$ cat src/common/sclw_pkg.sv
package sclw_pkg;
  // strap level codes from the external quantizer
  localparam logic [1:0] LVL_ZERO = 2'h0;
  localparam logic [1:0] LVL_THIRD = 2'h1;
  localparam logic [1:0] LVL_TWO_THIRD = 2'h2;
  localparam logic [1:0] LVL_FULL = 2'h3;
  localparam logic [1:0] LVL_MID = 2'h1; // three-level straps: middle code
  // register 30 offset and field positions
  localparam logic [4:0] CFG_REG_ADDR = 5'h1E;
  localparam int BIT_SCRAMBLE_OFF = 0;
  localparam int BIT_WARN_OFF = 1;
  localparam int BIT_SHORT_TP = 2;
  localparam int BIT_COPPER_SEL = 3;
  localparam int BIT_LOW_DRIVE = 4;
  localparam int BIT_SHORT_FO = 5;
  localparam int BIT_LONG_WL = 6;
  localparam int BIT_FIBER_SEL = 7;
  localparam int BIT_LOW_RATE = 8;
  localparam int BIT_ONE_RATE = 9;
  localparam int BIT_ADV_FULL_N = 10;
  localparam int BIT_TRANSP_N = 11;
  localparam int BIT_NEG_DIS = 14;
  localparam int BIT_ADV_HALF_N = 15;
  localparam logic [15:0] CFG_RESET = 16'h0000;
  // decoded controls of an all-zero register: scrambler and transparent set
  localparam logic [4:0] CTL_RESET = 5'h12;
  // strap sampling delay after reset release
  localparam int STRAP_DELAY_NS = 2000;
  localparam int CLK_PERIOD_NS = 10;
  localparam int STRAP_DELAY_CYC = (STRAP_DELAY_NS + CLK_PERIOD_NS - 1) / CLK_PERIOD_NS;
  // warning timing
  localparam int WARN_OFF_MS = 425;
  localparam int WARN_PERIOD_MS = 3800;
  localparam int CYC_PER_MS = 1000000 / CLK_PERIOD_NS;
  localparam int WARN_OFF_CYC = WARN_OFF_MS * CYC_PER_MS;
  localparam int WARN_PERIOD_CYC = WARN_PERIOD_MS * CYC_PER_MS;

  typedef struct packed {
    logic [1:0] addr4_warning_strap;
    logic [1:0] addr_hi_pair_strap;
    logic [1:0] addr_lo_pair_strap;
    logic [1:0] copper_strap;
    logic [1:0] fiber_strap;
    logic [1:0] duplex_strap;
    logic [1:0] speed_strap;
  } sclw_straps_t;

  typedef struct packed {
    logic copper_link_up;
    logic fiber_link_up;
  } sclw_links_t;

  typedef struct packed {
    logic copper_tx_en;
    logic fiber_tx_en;
  } sclw_tx_t;
endpackage : sclw_pkg

$ cat src/core/sclw_blank_timer.sv
`timescale 1ns/1ns
// period counter that counts only while run is high; blank is high for the first off_cyc of each period
module sclw_blank_timer #(
  parameter int PERIOD_CYC = 380000000,
  parameter int OFF_CYC = 42500000
) (
  input wire logic ref_clk, // device clock
  input wire logic rstn, // async reset, active low
  input wire logic run, // counting allowed
  output logic blank // blanking window
);
  localparam int W = $clog2(PERIOD_CYC);
  logic [W-1:0] cnt_r;
  logic [W-1:0] cnt_nxt;
  logic blank_r;
  logic blank_nxt;

  initial begin
    if (OFF_CYC < 1 || OFF_CYC >= PERIOD_CYC) $error("blank window must fit the period");
  end

  // restart from zero whenever not running, so first blank starts at once
  always_comb begin
    cnt_nxt = '0;
    blank_nxt = 1'b0;
    if (run) begin
      cnt_nxt = (cnt_r == W'(PERIOD_CYC - 1)) ? '0 : cnt_r + 1'b1;
      blank_nxt = (cnt_nxt < W'(OFF_CYC));
    end
  end

  always_ff @(posedge ref_clk or negedge rstn) begin
    if (!rstn) begin
      cnt_r <= '0;
      blank_r <= 1'b0;
    end else begin
      cnt_r <= cnt_nxt;
      blank_r <= blank_nxt;
    end
  end

  assign blank = blank_r;
endmodule : sclw_blank_timer

$ cat src/core/sclw_strap_config.sv
`timescale 1ns/1ns
module sclw_strap_config
  import sclw_pkg::*;
#(
  parameter int WARN_PERIOD = WARN_PERIOD_CYC,
  parameter int WARN_OFF = WARN_OFF_CYC
) (
  input wire logic ref_clk, // 100 MHz device clock
  input wire logic rstn, // async power-up reset, active low
  input wire sclw_straps_t straps, // digitized strap level codes
  input wire sclw_links_t links_up, // input link status per interface
  input wire sclw_tx_t tx_req, // datapath wants to transmit
  input wire logic mgmt_wr, // management write strobe
  input wire logic [4:0] mgmt_reg, // management register number
  input wire logic [15:0] mgmt_wdata, // management write data
  output logic [15:0] mgmt_rdata, // register 30 read data
  output logic cfg_valid, // straps have been latched
  output logic [4:0] mgmt_address, // decoded management address
  output logic link_integrity_warning, // warning function enabled by strap
  output sclw_tx_t tx_out_en, // transmitter output enables
  output logic scramble_en, // scrambler/descrambler enable
  output logic eq_bypass, // receive equalizer bypass
  output logic sd_thresh_high, // raised signal-detect threshold
  output logic transparent_mode, // transparent negotiation mode
  output logic forced_mode // single rate forced mode
);
  typedef enum {ST_WAIT, ST_LOAD, ST_RUN} sclw_state_t;

  sclw_state_t st_r, st_nxt;
  logic [$clog2(STRAP_DELAY_CYC + 1)-1:0] dly_r, dly_nxt;
  logic [15:0] cfg_r, cfg_nxt;
  logic [4:0] addr_r, addr_nxt;
  logic warn_r, warn_nxt;
  logic [15:0] strap_word;
  logic warn_strap;
  logic blank;
  logic warn_active;
  logic timer_run;
  logic [4:0] ctl_r, ctl_nxt;

  // register 30 layout as this block uses it:
  // bit 0  scrambler disable, set by software only
  // bit 1  warning disable, set by software only
  // bit 2  short copper length
  // bit 3  copper interface select (emitter-coupled when set)
  // bit 4  low copper drive
  // bit 5  short fiber length
  // bit 6  long wavelength
  // bit 7  fiber interface select (emitter-coupled when set)
  // bit 8  low rate select
  // bit 9  one rate only
  // bit 10 full duplex advertise, active low
  // bit 11 transparent mode, active low
  // bit 12 plain storage
  // bit 13 plain storage
  // bit 14 negotiation disable
  // bit 15 half duplex advertise, active low

  initial begin
    if (WARN_OFF < 1 || WARN_OFF >= WARN_PERIOD) $error("warning blank must fit its period");
  end

  // four-level pair decode: 0->00, 1/3->10, 2/3->11, full->01
  function automatic logic [1:0] pair_dec(input logic [1:0] lvl);
    case (lvl)
      LVL_ZERO: pair_dec = 2'h0;
      LVL_THIRD: pair_dec = 2'h2;
      LVL_TWO_THIRD: pair_dec = 2'h3;
      default: pair_dec = 2'h1;
    endcase
  endfunction : pair_dec

  // level to field maps used below (level: fields):
  // copper  0: twisted pair; 1/3: emitter-coupled; 2/3: short+low drive; full: short
  // fiber   0: none set; 1/3: select; 2/3: long wavelength; full: short length
  // duplex  0: transparent_n+full_n; mid: none; full: transparent_n
  // speed   0: neg off+one rate+low rate; mid: none; full: neg off+one rate
  // a three-level strap cannot produce the two-thirds code; should the
  // quantizer report it anyway, it is read as full supply, the safer forced mode
  // compose register 30 defaults from the straps
  always_comb begin
    strap_word = CFG_RESET;
    warn_strap = 1'b0;
    // warning enabled only at the middle two levels
    warn_strap = (straps.addr4_warning_strap == LVL_THIRD) ||
                 (straps.addr4_warning_strap == LVL_TWO_THIRD);
    case (straps.copper_strap)
      LVL_THIRD: strap_word[BIT_COPPER_SEL] = 1'b1;
      LVL_TWO_THIRD: begin
        strap_word[BIT_SHORT_TP] = 1'b1;
        strap_word[BIT_LOW_DRIVE] = 1'b1;
      end
      LVL_FULL: strap_word[BIT_SHORT_TP] = 1'b1;
      default: ;
    endcase
    case (straps.fiber_strap)
      LVL_THIRD: strap_word[BIT_FIBER_SEL] = 1'b1;
      LVL_TWO_THIRD: strap_word[BIT_LONG_WL] = 1'b1;
      LVL_FULL: strap_word[BIT_SHORT_FO] = 1'b1;
      default: ;
    endcase
    // three-level duplex strap; the unused two-thirds code reads as full supply
    if (straps.duplex_strap == LVL_ZERO) begin
      strap_word[BIT_TRANSP_N] = 1'b1;
      strap_word[BIT_ADV_FULL_N] = 1'b1;
    end else if (straps.duplex_strap != LVL_MID) begin
      strap_word[BIT_TRANSP_N] = 1'b1;
    end
    if (straps.speed_strap == LVL_ZERO) begin
      strap_word[BIT_NEG_DIS] = 1'b1;
      strap_word[BIT_ONE_RATE] = 1'b1;
      strap_word[BIT_LOW_RATE] = 1'b1;
    end else if (straps.speed_strap != LVL_MID) begin
      strap_word[BIT_NEG_DIS] = 1'b1;
      strap_word[BIT_ONE_RATE] = 1'b1;
    end
    // scrambler-off and warning-off bits start clear: scrambler enabled unless copper select is set
    strap_word[BIT_SCRAMBLE_OFF] = 1'b0;
  end

  // sequencer: wait a few microseconds, latch once, then run
  always_comb begin
    st_nxt = st_r;
    dly_nxt = dly_r;
    cfg_nxt = cfg_r;
    addr_nxt = addr_r;
    warn_nxt = warn_r;
    case (st_r)
      ST_WAIT: begin
        dly_nxt = dly_r + 1'b1;
        if (dly_r == ($bits(dly_r))'(STRAP_DELAY_CYC - 1)) st_nxt = ST_LOAD;
      end
      ST_LOAD: begin
        // single capture; straps are never looked at again
        cfg_nxt = strap_word;
        warn_nxt = warn_strap;
        // address bit 4 is high at two-thirds and full supply
        addr_nxt = {warn_strap ? (straps.addr4_warning_strap == LVL_TWO_THIRD)
                              : (straps.addr4_warning_strap == LVL_FULL),
                    pair_dec(straps.addr_hi_pair_strap),
                    pair_dec(straps.addr_lo_pair_strap)};
        st_nxt = ST_RUN;
      end
      ST_RUN: begin
        if (mgmt_wr && mgmt_reg == CFG_REG_ADDR) cfg_nxt = mgmt_wdata;
      end
      default: st_nxt = ST_WAIT;
    endcase
  end

  always_ff @(posedge ref_clk or negedge rstn) begin
    if (!rstn) begin
      st_r <= ST_WAIT;
      dly_r <= '0;
      cfg_r <= CFG_RESET;
      addr_r <= 5'h00;
      warn_r <= 1'b0;
    end else begin
      st_r <= st_nxt;
      dly_r <= dly_nxt;
      cfg_r <= cfg_nxt;
      addr_r <= addr_nxt;
      warn_r <= warn_nxt;
    end
  end

  // the warning runs only while the strap enabled it, the disable bit is
  // clear and one rate is configured; software may switch it off, but it
  // cannot switch it in beyond the strap choice, since the same strap level
  // also fixes address bit 4 and the two must stay consistent
  assign warn_active = warn_r && !cfg_r[BIT_WARN_OFF] && cfg_r[BIT_ONE_RATE] &&
                       (st_r == ST_RUN);

  // the period timer runs only with exactly one link down; with both down
  // neither transmitter drives, so counting gains nothing, and a restart on
  // each stop (both links up or both links down) puts the first blank right where a link drops
  assign timer_run = warn_active &&
                     (links_up.copper_link_up ^ links_up.fiber_link_up);

  sclw_blank_timer #(
    .PERIOD_CYC(WARN_PERIOD),
    .OFF_CYC(WARN_OFF)
  ) u_timer (
    .ref_clk(ref_clk),
    .rstn(rstn),
    .run(timer_run),
    .blank(blank)
  );

  // a transmitter blanks while the input link of its own interface is down,
  // so the partner on that side sees its link indicator blink; the gate
  // ignores the rate, so 10 and 100 behave alike
  always_comb begin
    tx_out_en.copper_tx_en = tx_req.copper_tx_en &&
      !(warn_active && !links_up.copper_link_up && blank);
    tx_out_en.fiber_tx_en = tx_req.fiber_tx_en &&
      !(warn_active && !links_up.fiber_link_up && blank);
    // both inputs down: nothing to pass on, both sides stay silent
    if (warn_active && !links_up.copper_link_up && !links_up.fiber_link_up) begin
      tx_out_en = '0;
    end
  end

  // decoded controls of a register 30 word;
  // result order: scramble, eq bypass, threshold, transparent, forced
  function automatic logic [4:0] ctl_dec(input logic [15:0] w);
    logic scr;
    logic eqb;
    logic sdt;
    logic trn;
    logic frc;
    // scrambler belongs to the twisted pair path only
    scr = !w[BIT_COPPER_SEL] && !w[BIT_SCRAMBLE_OFF];
    // 10 m length: short bit set while low drive is clear
    eqb = w[BIT_SHORT_TP] && !w[BIT_LOW_DRIVE] && !w[BIT_COPPER_SEL];
    sdt = w[BIT_SHORT_FO] && !w[BIT_FIBER_SEL];
    // mode from the joint duplex and speed fields
    trn = !w[BIT_TRANSP_N] && !w[BIT_NEG_DIS];
    frc = w[BIT_NEG_DIS] && w[BIT_ONE_RATE];
    ctl_dec = {scr, eqb, sdt, trn, frc};
  endfunction : ctl_dec

  // decode the next register contents, so the registered controls change on
  // the same edge as the register and never lag a write by a cycle
  always_comb begin
    ctl_nxt = ctl_dec(cfg_nxt);
  end

  // decoded controls held in flip-flops to keep decode glitches off the pins
  always_ff @(posedge ref_clk or negedge rstn) begin
    if (!rstn) begin
      ctl_r <= CTL_RESET;
    end else begin
      ctl_r <= ctl_nxt;
    end
  end

  assign mgmt_rdata = cfg_r;
  assign cfg_valid = (st_r == ST_RUN);
  assign mgmt_address = addr_r;
  assign link_integrity_warning = warn_r;
  assign scramble_en = ctl_r[4];
  assign eq_bypass = ctl_r[3];
  assign sd_thresh_high = ctl_r[2];
  assign transparent_mode = ctl_r[1];
  assign forced_mode = ctl_r[0];
endmodule : sclw_strap_config

$ cat config.mk
export PLATFORM = sky130hd
export DESIGN_NAME = sclw_strap_config
export DESIGN_NICKNAME = d
export VERILOG_FILES = /design/src/common/sclw_pkg.sv /design/src/core/sclw_blank_timer.sv /design/src/core/sclw_strap_config.sv
export SDC_FILE = /design/constraint.sdc
export NUM_CORES = 1
export LEC_CHECK = 0
export BUFFER_PORTS_ARGS = -buffer_cell sky130_fd_sc_hd__buf_2
export CAP_MARGIN = 20
export CORE_ASPECT_RATIO = 0.6
export CORE_MARGIN = 2
export CORE_UTILIZATION = 49
export DETAILED_ROUTE_END_ITERATION = 8
export PLACE_DENSITY = 0.76
export SKIP_CTS_REPAIR_TIMING = 1
export SLEW_MARGIN = 10
export SYNTH_ARGS = -nofsm -noshare
export SYNTH_HDL_FRONTEND = slang
export SYNTH_SLANG_ARGS = --single-unit
$ cat constraint.sdc
create_clock -name ref_clk -period 2.59 [get_ports ref_clk]
set_clock_uncertainty 0.15 [all_clocks]
set_input_delay 0.1295 -clock ref_clk [delete_from_list [all_inputs] [get_ports ref_clk]]
set_output_delay 0.1295 -clock ref_clk [all_outputs]
set_load 0.005 [all_outputs]
Word level (Yosys, flattened, before mapping)
Index checks and enable logic that the tools add are counted.

Logic and storage cells: 99. Bits in registers: 97. Input bits: 42.

Reductions and logical operators: 39. Equal/unequal tests: 23. $lt $le $gt $ge: 1. Add/sub/neg operators: 2. Bitwise operators: 2. Muxes and demuxes: 23.

Operators by type and width (count): $pmux 32 s3 (1); $mux 29 (2); $eq 32x1->1 const B (1); $eq 32x2->1 const B (1); $eq 32x3->1 const B (1); $logic_not 32->1 (1); $mux 32 (1); $pmux 16 s2 (1); $add 29x1->29 const B (1); $eq 29x29->1 const B (1); $lt 29x26->1 const B (1); $logic_and 1x1->1 (18); $eq 2x2->1 const B (8); $mux 16 (1); $mux 1 (14); $pmux 2 s3 (2); $logic_not 1->1 (11); $eq 2x1->1 const B (5); $add 8x1->8 const B (1); $eq 8x8->1 const B (1); $logic_not 2->1 (4); $eq 5x5->1 const B (1); $ne 2x1->1 const B (2); $ne 2x2->1 const B (2); 7 further kinds (8).

Longest topological paths before layout
Gate-level depths: netlist of run 1.

Depth after elaboration: 9. Gate-level depth with buffers: 9.

Cells and area by module
A second synthesis of run 1 with hierarchy kept.

Cells, all modules: 405. Area, all modules: 3922.5 µm².

By module, submodules not included: sclw_strap_config (instances 1, cells an instance 198, seq. area each 928.4 µm², area each 2034.5 µm²); sclw_blank_timer (instances 1, cells an instance 207, seq. area each 750.7 µm², area each 1888.1 µm²).

Worst setup path after synthesis of run 1
OpenSTA, ideal clock, no wires.

Path type: register to register. From: register u_timer.cnt_r[0]. To: register u_timer.cnt_r[23]. Data required time: 2313 ps. Setup time: 127 ps. Cell stages (with the launch flop): 8. Slack: 77 ps. Path buffers: 1. Clock period less this slack: 2513 ps. Data arrival time: 2235 ps. Cells stage by stage: dfrtp_1 > ha_1 > nand4_1 > or4_2 > nor3_2 > nand2b_1 > buf_2 > nor2_1.

Longest elaborated chain between the ends: 3.

RTL lines: start: declaration (line sclw_blank_timer.sv:13) `logic [W-1:0] cnt_r;`; start signal: assignment (line sclw_blank_timer.sv:37) `cnt_r <= cnt_nxt;`; $add 29x1->29 / $eq 29x29->1 (equally long branches) (line sclw_blank_timer.sv:27) `cnt_nxt = (cnt_r == W'(PERIOD_CYC - 1)) ? '0 : cnt_r + 1'b1;`; $mux 29 (*) (line sclw_blank_timer.sv:27); $mux 29 (*) (line sclw_blank_timer.sv:26) `if (run) begin`; named net u_timer.cnt_nxt[23] (line sclw_blank_timer.sv:14) `logic [W-1:0] cnt_nxt;`.

The timed path passes the listed nets; every way through them passes the cells marked *. A chain may end at the register's enable or synchronous reset.

Worst setup path in the final report of run 1
From: register u_timer.cnt_r[22]. To: register u_timer.blank_r, in the netlist u_timer.blank.

Longest elaborated chain between the ends: 4.

RTL lines: $add 29x1->29 / $eq 29x29->1 (equally long branches) (line sclw_blank_timer.sv:27); $mux 29 (*) (line sclw_blank_timer.sv:27); $lt 29x26->1 (*) (line sclw_blank_timer.sv:28) `blank_nxt = (cnt_nxt < W'(OFF_CYC));`; $mux 1 (*) (line sclw_blank_timer.sv:26); named net u_timer.blank_nxt (line sclw_blank_timer.sv:16) `logic blank_nxt;`; end signal: assignment (line sclw_blank_timer.sv:38) `blank_r <= blank_nxt;`; end: declaration (line sclw_blank_timer.sv:15) `logic blank_r;`.

Marks and branches as above.

==> metrics.cfg, run 1 <==
[min_path]
min_delay_path_depth = 3
min_path_type = in2reg
min-delay-start = mgmt_wdata[6]
min_to = mgmt_rdata[6]

[yosys]
yosys_warnings = 0
ys_ff_latch = 67
syn_area_mm2 = 0.00348
yosysUniqueCellTypes = 56
ys.flop_type = dfrtp_1
syn_avg_cell_area_um2 = 9.90
synth-async-reset-ratio = 1.00
yosysSeqAreaShare = 0.482
synth_nets = 405
synthCells = 352
synth-edff-count = 0

[worst_setup_path]
cpMaxStageDelayCell = or4_1
end_kind = register
r2r-end = u_timer.blank
required_ns = 2.66
rr_startpoint = u_timer.cnt_r[22]
rr_worst_depth = 7
cpPeakStageDelay_ns = 0.56
crit_fanout = 5
crit_type = reg2reg
cp-start-kind = register
arrival_ns = 2.57
crit_chain = nand4_1, or4_1, or3_1, a21o_1, a211oi_2, nand2_1, and4b_1
r2r_slack_ns = 0.09

[placed_design]
hpwl_um = 6660
portBuffers = 71
gp_congestion = 0.934

[floorplanning]
dieWidth_um = 113
core-area_mm2 = 0.00679
initial_utilization = 0.513
row_count = 23
die_h_um = 69.3
dieArea_mm2 = 0.00782
ios = 72

[status]
outcome = finished with violations
violations = DRC, hold timing

[drt]
ant_nets = 0
wire_per_inst_um = 16.5
vias = 3193
wl_um = 9210
dr.first_iter.drc_count = 351
routed_via_density = 5.71
dr.pass1.iters = 9
drc = 1

[layout]
syn_to_final_growth_pct = 33.2
final_common_cell = buf_2
diodes = 0
nets = 520
final_cell_mix = buf_2, dfrtp_1, nor2_1, nand2_1, buf_4
drive_gt1_frac = 0.271

[sta]
fin_tns_setup_ns = 0
slew_viol_final = 0
setup_viol = 0
rsz0062_at_grt = no
hold_violations = 2
post-route-period-util = 0.963
clock.fmax_ghz = 0.401
slew_headroom = 0.684
tightest_slew_ns = 0.474
whs_ns = -0.00785
period_minus_slack_ns = 2.50

[power]
power.density_mw_per_mm2 = 532
switching_share = 0.203
peakVddDrop_mv = 0.324
p_clk_frac = 0.536
p_comb_frac = 0.039
switchingPower_mw = 0.501
pwr-share-seq = 0.425
p_int_mw = 1.97
cellLeakagePower_nw = 2.06

[global_route]
grt_pass1_wl_um = 15000
grt_antenna_before_repair = 0
grt_pass1_vias = 2988
gr-total-overflow = 0
grt_max_degree = 68
gr-usage-all-layers = 0.245

[clocking]
h-tree-depth = 3
cts_buffers = 9
cts_tree = built
clock-sinks = 67
root_buffer = clkbuf_16
insertion_delay_ns = 0.34
clockBufferDepth = 2
clkTransAtPathRegs_ns = 0.05

[job]
max-cap-violations = 0

[per-stage QoR]
stage / instance area (µm²) / util / power [mW] / setup WS [ns] / instances
3_3_place_gp: 4120 / 0.607 / 1.14 / 0.107 / 525
5_1_grt: 4640 / 0.683 / 2.55 / 0.0108 / 559
6_report: 4640 / 0.683 / 2.47 / 0.0947 / 559
4_1_cts: 4450 / 0.655 / 2.46 / -0.00384 / 541
3_5_place_dp: 4120 / 0.607 / 1.14 / 0.0222 / 525
2_1_floorplan: 3480 / - / 1.08 / 0.0775 / 352
[worst max-delay path by stage]
stage | slack, ns | cells past startpoint | from | endpoint
after floorplan | 0.08 | 7 | u_timer.cnt_r[0] | u_timer.cnt_r[23]
final | 0.09 | 7 | u_timer.cnt_r[22] | u_timer.blank
after detailed placement | 0.02 | 8 | u_timer.cnt_r[0] | u_timer.blank
after global routing | 0.01 | 8 | u_timer.cnt_r[0] | u_timer.blank
after global placement | 0.11 | 7 | u_timer.cnt_r[0] | u_timer.cnt_r[13]
after CTS | -0.004 | 8 | u_timer.cnt_r[0] | u_timer.blank
[metal layers]
metal,GRT usage,vias up,part of all wire
met1,0.350,1539,0.45
met5,0,-,0
met4,0.0664,0,0.013
li1,-,1482,-
met3,0.0848,19,0.095
met2,0.357,153,0.44
[kinds of logic after synthesis]
group | synth area share
compound gates | 0.106
buf+inv | 0.0259
xor+xnor | 0.0905
flops | 0.482
fa+ha+maj | 0.0395
simple gates | 0.245
mux | 0.0118
[power groups by stage]
stage,combinational (mW),sequential [mW],clock (mW)
floorplan,0.0133,1.07,0
CTS,0.0767,1.05,1.34
global placement,0.0724,1.07,0
detailed placement,0.0766,1.07,0
global route,0.111,1.05,1.39
finish,0.0973,1.05,1.32
[critical path: cells and delay by family (launching register included)]
kind            cells  cell delay [ns]
compound gates      2             0.40
simple gates        5             1.38
flops               1             0.45
[state kept, by name, summed over array words and instances, names as in the netlist]
name	flops
ctl_r	5
dly_r	8
link_integrity_warning	1
mgmt_address	5
mgmt_rdata	16
st_r	2
u_timer.blank	1
u_timer.cnt_r	29
[cells in the mapped netlist (all sizes together), types with 2 or more instances]
cell | instances | area (µm²)
dfrtp | 65 | 1630
nor2 | 56 | 210
nand2 | 24 | 90.1
xnor2 | 18 | 158
xor2 | 18 | 158
nand3 | 16 | 105
nand4 | 16 | 100
inv | 13 | 48.8
a21oi | 11 | 55.1
ha | 11 | 138
o21ai | 11 | 55.1
a22o | 7 | 61.3
clkbuf | 7 | 27.5
a22oi | 6 | 45.0
nand2b | 5 | 31.3
nor2b | 5 | 31.3
nor3 | 5 | 30.0
and4 | 4 | 36.3
nor4 | 4 | 31.3
a211oi | 3 | 27.5
and3 | 3 | 18.8
and4b | 3 | 30.0
buf | 3 | 13.8
mux2i | 3 | 30.0
nand4b | 3 | 26.3
or4 | 3 | 23.8
a21boi | 2 | 15.0
and2 | 2 | 12.5
dfstp | 2 | 52.6
nor3b | 2 | 15.0
nor4b | 2 | 17.5
o31a | 2 | 17.5
or3 | 2 | 13.8
or4b | 2 | 20.0
[area by class of cell]
type	count	area, µm²
fill	533	2150
multi-input combinational	262	1730
sequential	67	1680
timing repair buffer	114	748
clock buffer	10	239
tap	87	109
clock inverter	6	88.8
inverter	13	48.8
No activity file was read; power rests on OpenSTA's default activity.
==> run 2: changes to the inputs <==
--- a/config.mk
+++ b/config.mk
@@ -9,9 +9,9 @@
 export CAP_MARGIN = 20
 export CORE_ASPECT_RATIO = 0.6
 export CORE_MARGIN = 2
-export CORE_UTILIZATION = 49
+export CORE_UTILIZATION = 55
 export DETAILED_ROUTE_END_ITERATION = 8
-export PLACE_DENSITY = 0.76
+export PLACE_DENSITY = 0.81
 export SKIP_CTS_REPAIR_TIMING = 1
 export SLEW_MARGIN = 10
 export SYNTH_ARGS = -nofsm -noshare
==> constraint.sdc (replaced) <==
create_clock -name ref_clk -period 2.7 [get_ports ref_clk]
set_clock_uncertainty 0.15 [all_clocks]
set_input_delay 0.135 -clock ref_clk [delete_from_list [all_inputs] [get_ports ref_clk]]
set_output_delay 0.135 -clock ref_clk [all_outputs]
set_load 0.005 [all_outputs]
==> run 2 against run 1 <==
Against the previous run:
- final cell count is 1.6% lower
- first-iteration DRC count is 22% lower
- sequential power is 5% lower
- sequential cell count stayed put
- non-clock buffer count is 6 lower
- critical endpoint is now mgmt_rdata[7]
- worst setup slack worse by 0.030 ns
- design area is 3.9% lower
- the run now ends clean
- global-route usage is 2.6 points higher
- highest routed layer unchanged
==> metrics.cfg, run 2 (same netlist as run 1, synthesis figures left out) <==
[layout]
seq_area_mm2 = 0.00169
final_common_cell = buf_2
multi_input_comb_area_mm2 = 0.00172
diodes = 0
final-instance-count-excl-fill = 550
final_cell_mix = buf_2, dfrtp_1, nor2_1, nand2_1, dlygate4sd3_1
largest_register = u_timer.cnt_r
drive_gt1_frac = 0.260
nets = 514
final.fill_count = 468
syn_to_final_growth_pct = 28.0
largest_reg_flops = 29

[clocking]
insertion_delay_ns = 0.35
clock-sinks = 67
clockBufferDepth = 2
h-tree-depth = 3
clkTransAtPathRegs_ns = 0.07
root_buffer = clkbuf_8
cts_buffers = 9
cts_tree = built

[status]
outcome = complete, no violations

[sta]
period_minus_slack_ns = 2.64
slew_viol_final = 0
post-route-period-util = 0.976
fin_ws_ns = 0.0648
whs_ns = 0.0158
hold_violations = 0
fin_tns_setup_ns = 0
setup_viol = 0
slew_headroom = 0.489
tightest_slew_ns = 0.766
clock.fmax_ghz = 0.379

[worst_setup_path]
crit_type = reg2reg
cp-start-kind = register
rr_worst_depth = 8
cp-startpoint = st_r[0]
rr_startpoint = st_r[0]
r2r-end = mgmt_rdata[7]
endpoint = mgmt_rdata[7]
required_ns = 2.84
arrival_ns = 2.77
end_kind = register
crit_fanout = 10
r2r_slack_ns = 0.06

[global_route]
grt_pass1_wl_um = 14400
grt_pass1_vias = 2846
gr-total-overflow = 0
grt_antenna_before_repair = 0
grt_max_degree = 36
gr-usage-all-layers = 0.272

[power]
p_int_mw = 1.51
power.density_mw_per_mm2 = 437
switching_share = 0.226
p_comb_frac = 0.048
switchingPower_mw = 0.440
peakVddDrop_mv = 0.308
pwr-share-seq = 0.515
p_clk_frac = 0.437
cellLeakagePower_nw = 1.97

[drt]
dr.pass1.iters = 5
dr.first_iter.drc_count = 275
wl_um = 9540
wire_per_inst_um = 17.3
drc = 0
vias = 3172
ant_nets = 0
routed_via_density = 5.77

[placed_design]
portBuffers = 71
hpwl_um = 6700
pre_cts_ws_ns = 0.124
gp_congestion = 0.956
dp_cells = 513

[min_path]
min_path_type = in2reg

[floorplanning]
core-area_mm2 = 0.00611
ios = 72
dieWidth_um = 107
dieArea_mm2 = 0.00701
row_count = 22
die_h_um = 65.7
initial_utilization = 0.570

[job]
max-cap-violations = 0

[run 2: cell types whose count changed in the layout (fill, tap and decap cells not counted), sizes merged]
cell / change
clkinv: +1
clkbuf: +1
dlygate4sd3: +3
clkinvlp: -2
buf: -9
bufinv: -1
inv: +1
[run 2: layout make-up]
class	count	area share
timing repair buffer	108	0.156
clock inverter	5	0.0137
clock buffer	11	0.0317
inverter	13	0.0109
sequential	67	0.378
multi-input combinational	262	0.386
tap	84	0.0236
[run 2: how the worst min path moves through the flow]
| stage | from | to | slack [ns] | cells after the start |
|---|---|---|---|---|
| final | mgmt_wdata[4] | ctl_r[3] | 0.02 | 4 |
| after global routing | straps[10] | mgmt_address[3] | 0.02 | 4 |
| after CTS | rstn | mgmt_address[1] | -0.28 | 1 |
| after detailed placement | rstn | mgmt_address[1] | 0.1 | 1 |
| after global placement | rstn | ctl_r[0] | 0.09 | 1 |
| after floorplan | rstn | ctl_r[0] | -0.31 | 0 |
[run 2: worst max-delay path, cell delays in order (launching register included)]
cell,delay [ns]
dfrtp_1,0.41
inv_1,0.10
ha_1,0.34
inv_1,0.10
nor2_1,0.15
and2_1,0.41
a22oi_1,0.18
o21ai_0,0.15
dlygate4sd3_1,0.60
[run 2: metal layers]
layer / up-vias / share of wire / track usage
li1: 1468 / - / -
met1: 1523 / 0.48 / 0.424
met2: 162 / 0.42 / 0.352
met3: 19 / 0.084 / 0.0863
met4: 0 / 0.015 / 0.0844
met5: - / 0 / 0
[run 2: power by group through the flow]
stage | clock [mW] | sequential (mW) | combinational [mW]
floorplan | 0 | 1.02 | 0.0127
global placement | 0 | 1.02 | 0.0700
detailed placement | 0 | 1.02 | 0.0739
CTS | 0.873 | 1.00 | 0.0739
global route | 0.925 | 1.00 | 0.104
finish | 0.853 | 1.00 | 0.0937
[run 2: metrics by stage]
stage | utilization | power (mW) | area, µm²
4_1_cts | 0.694 | 1.95 | 4240
3_3_place_gp | 0.661 | 1.09 | 4040
6_report | 0.730 | 1.95 | 4460
2_1_floorplan | - | 1.04 | 3480
5_1_grt | 0.730 | 2.03 | 4460
3_5_place_dp | 0.661 | 1.10 | 4040
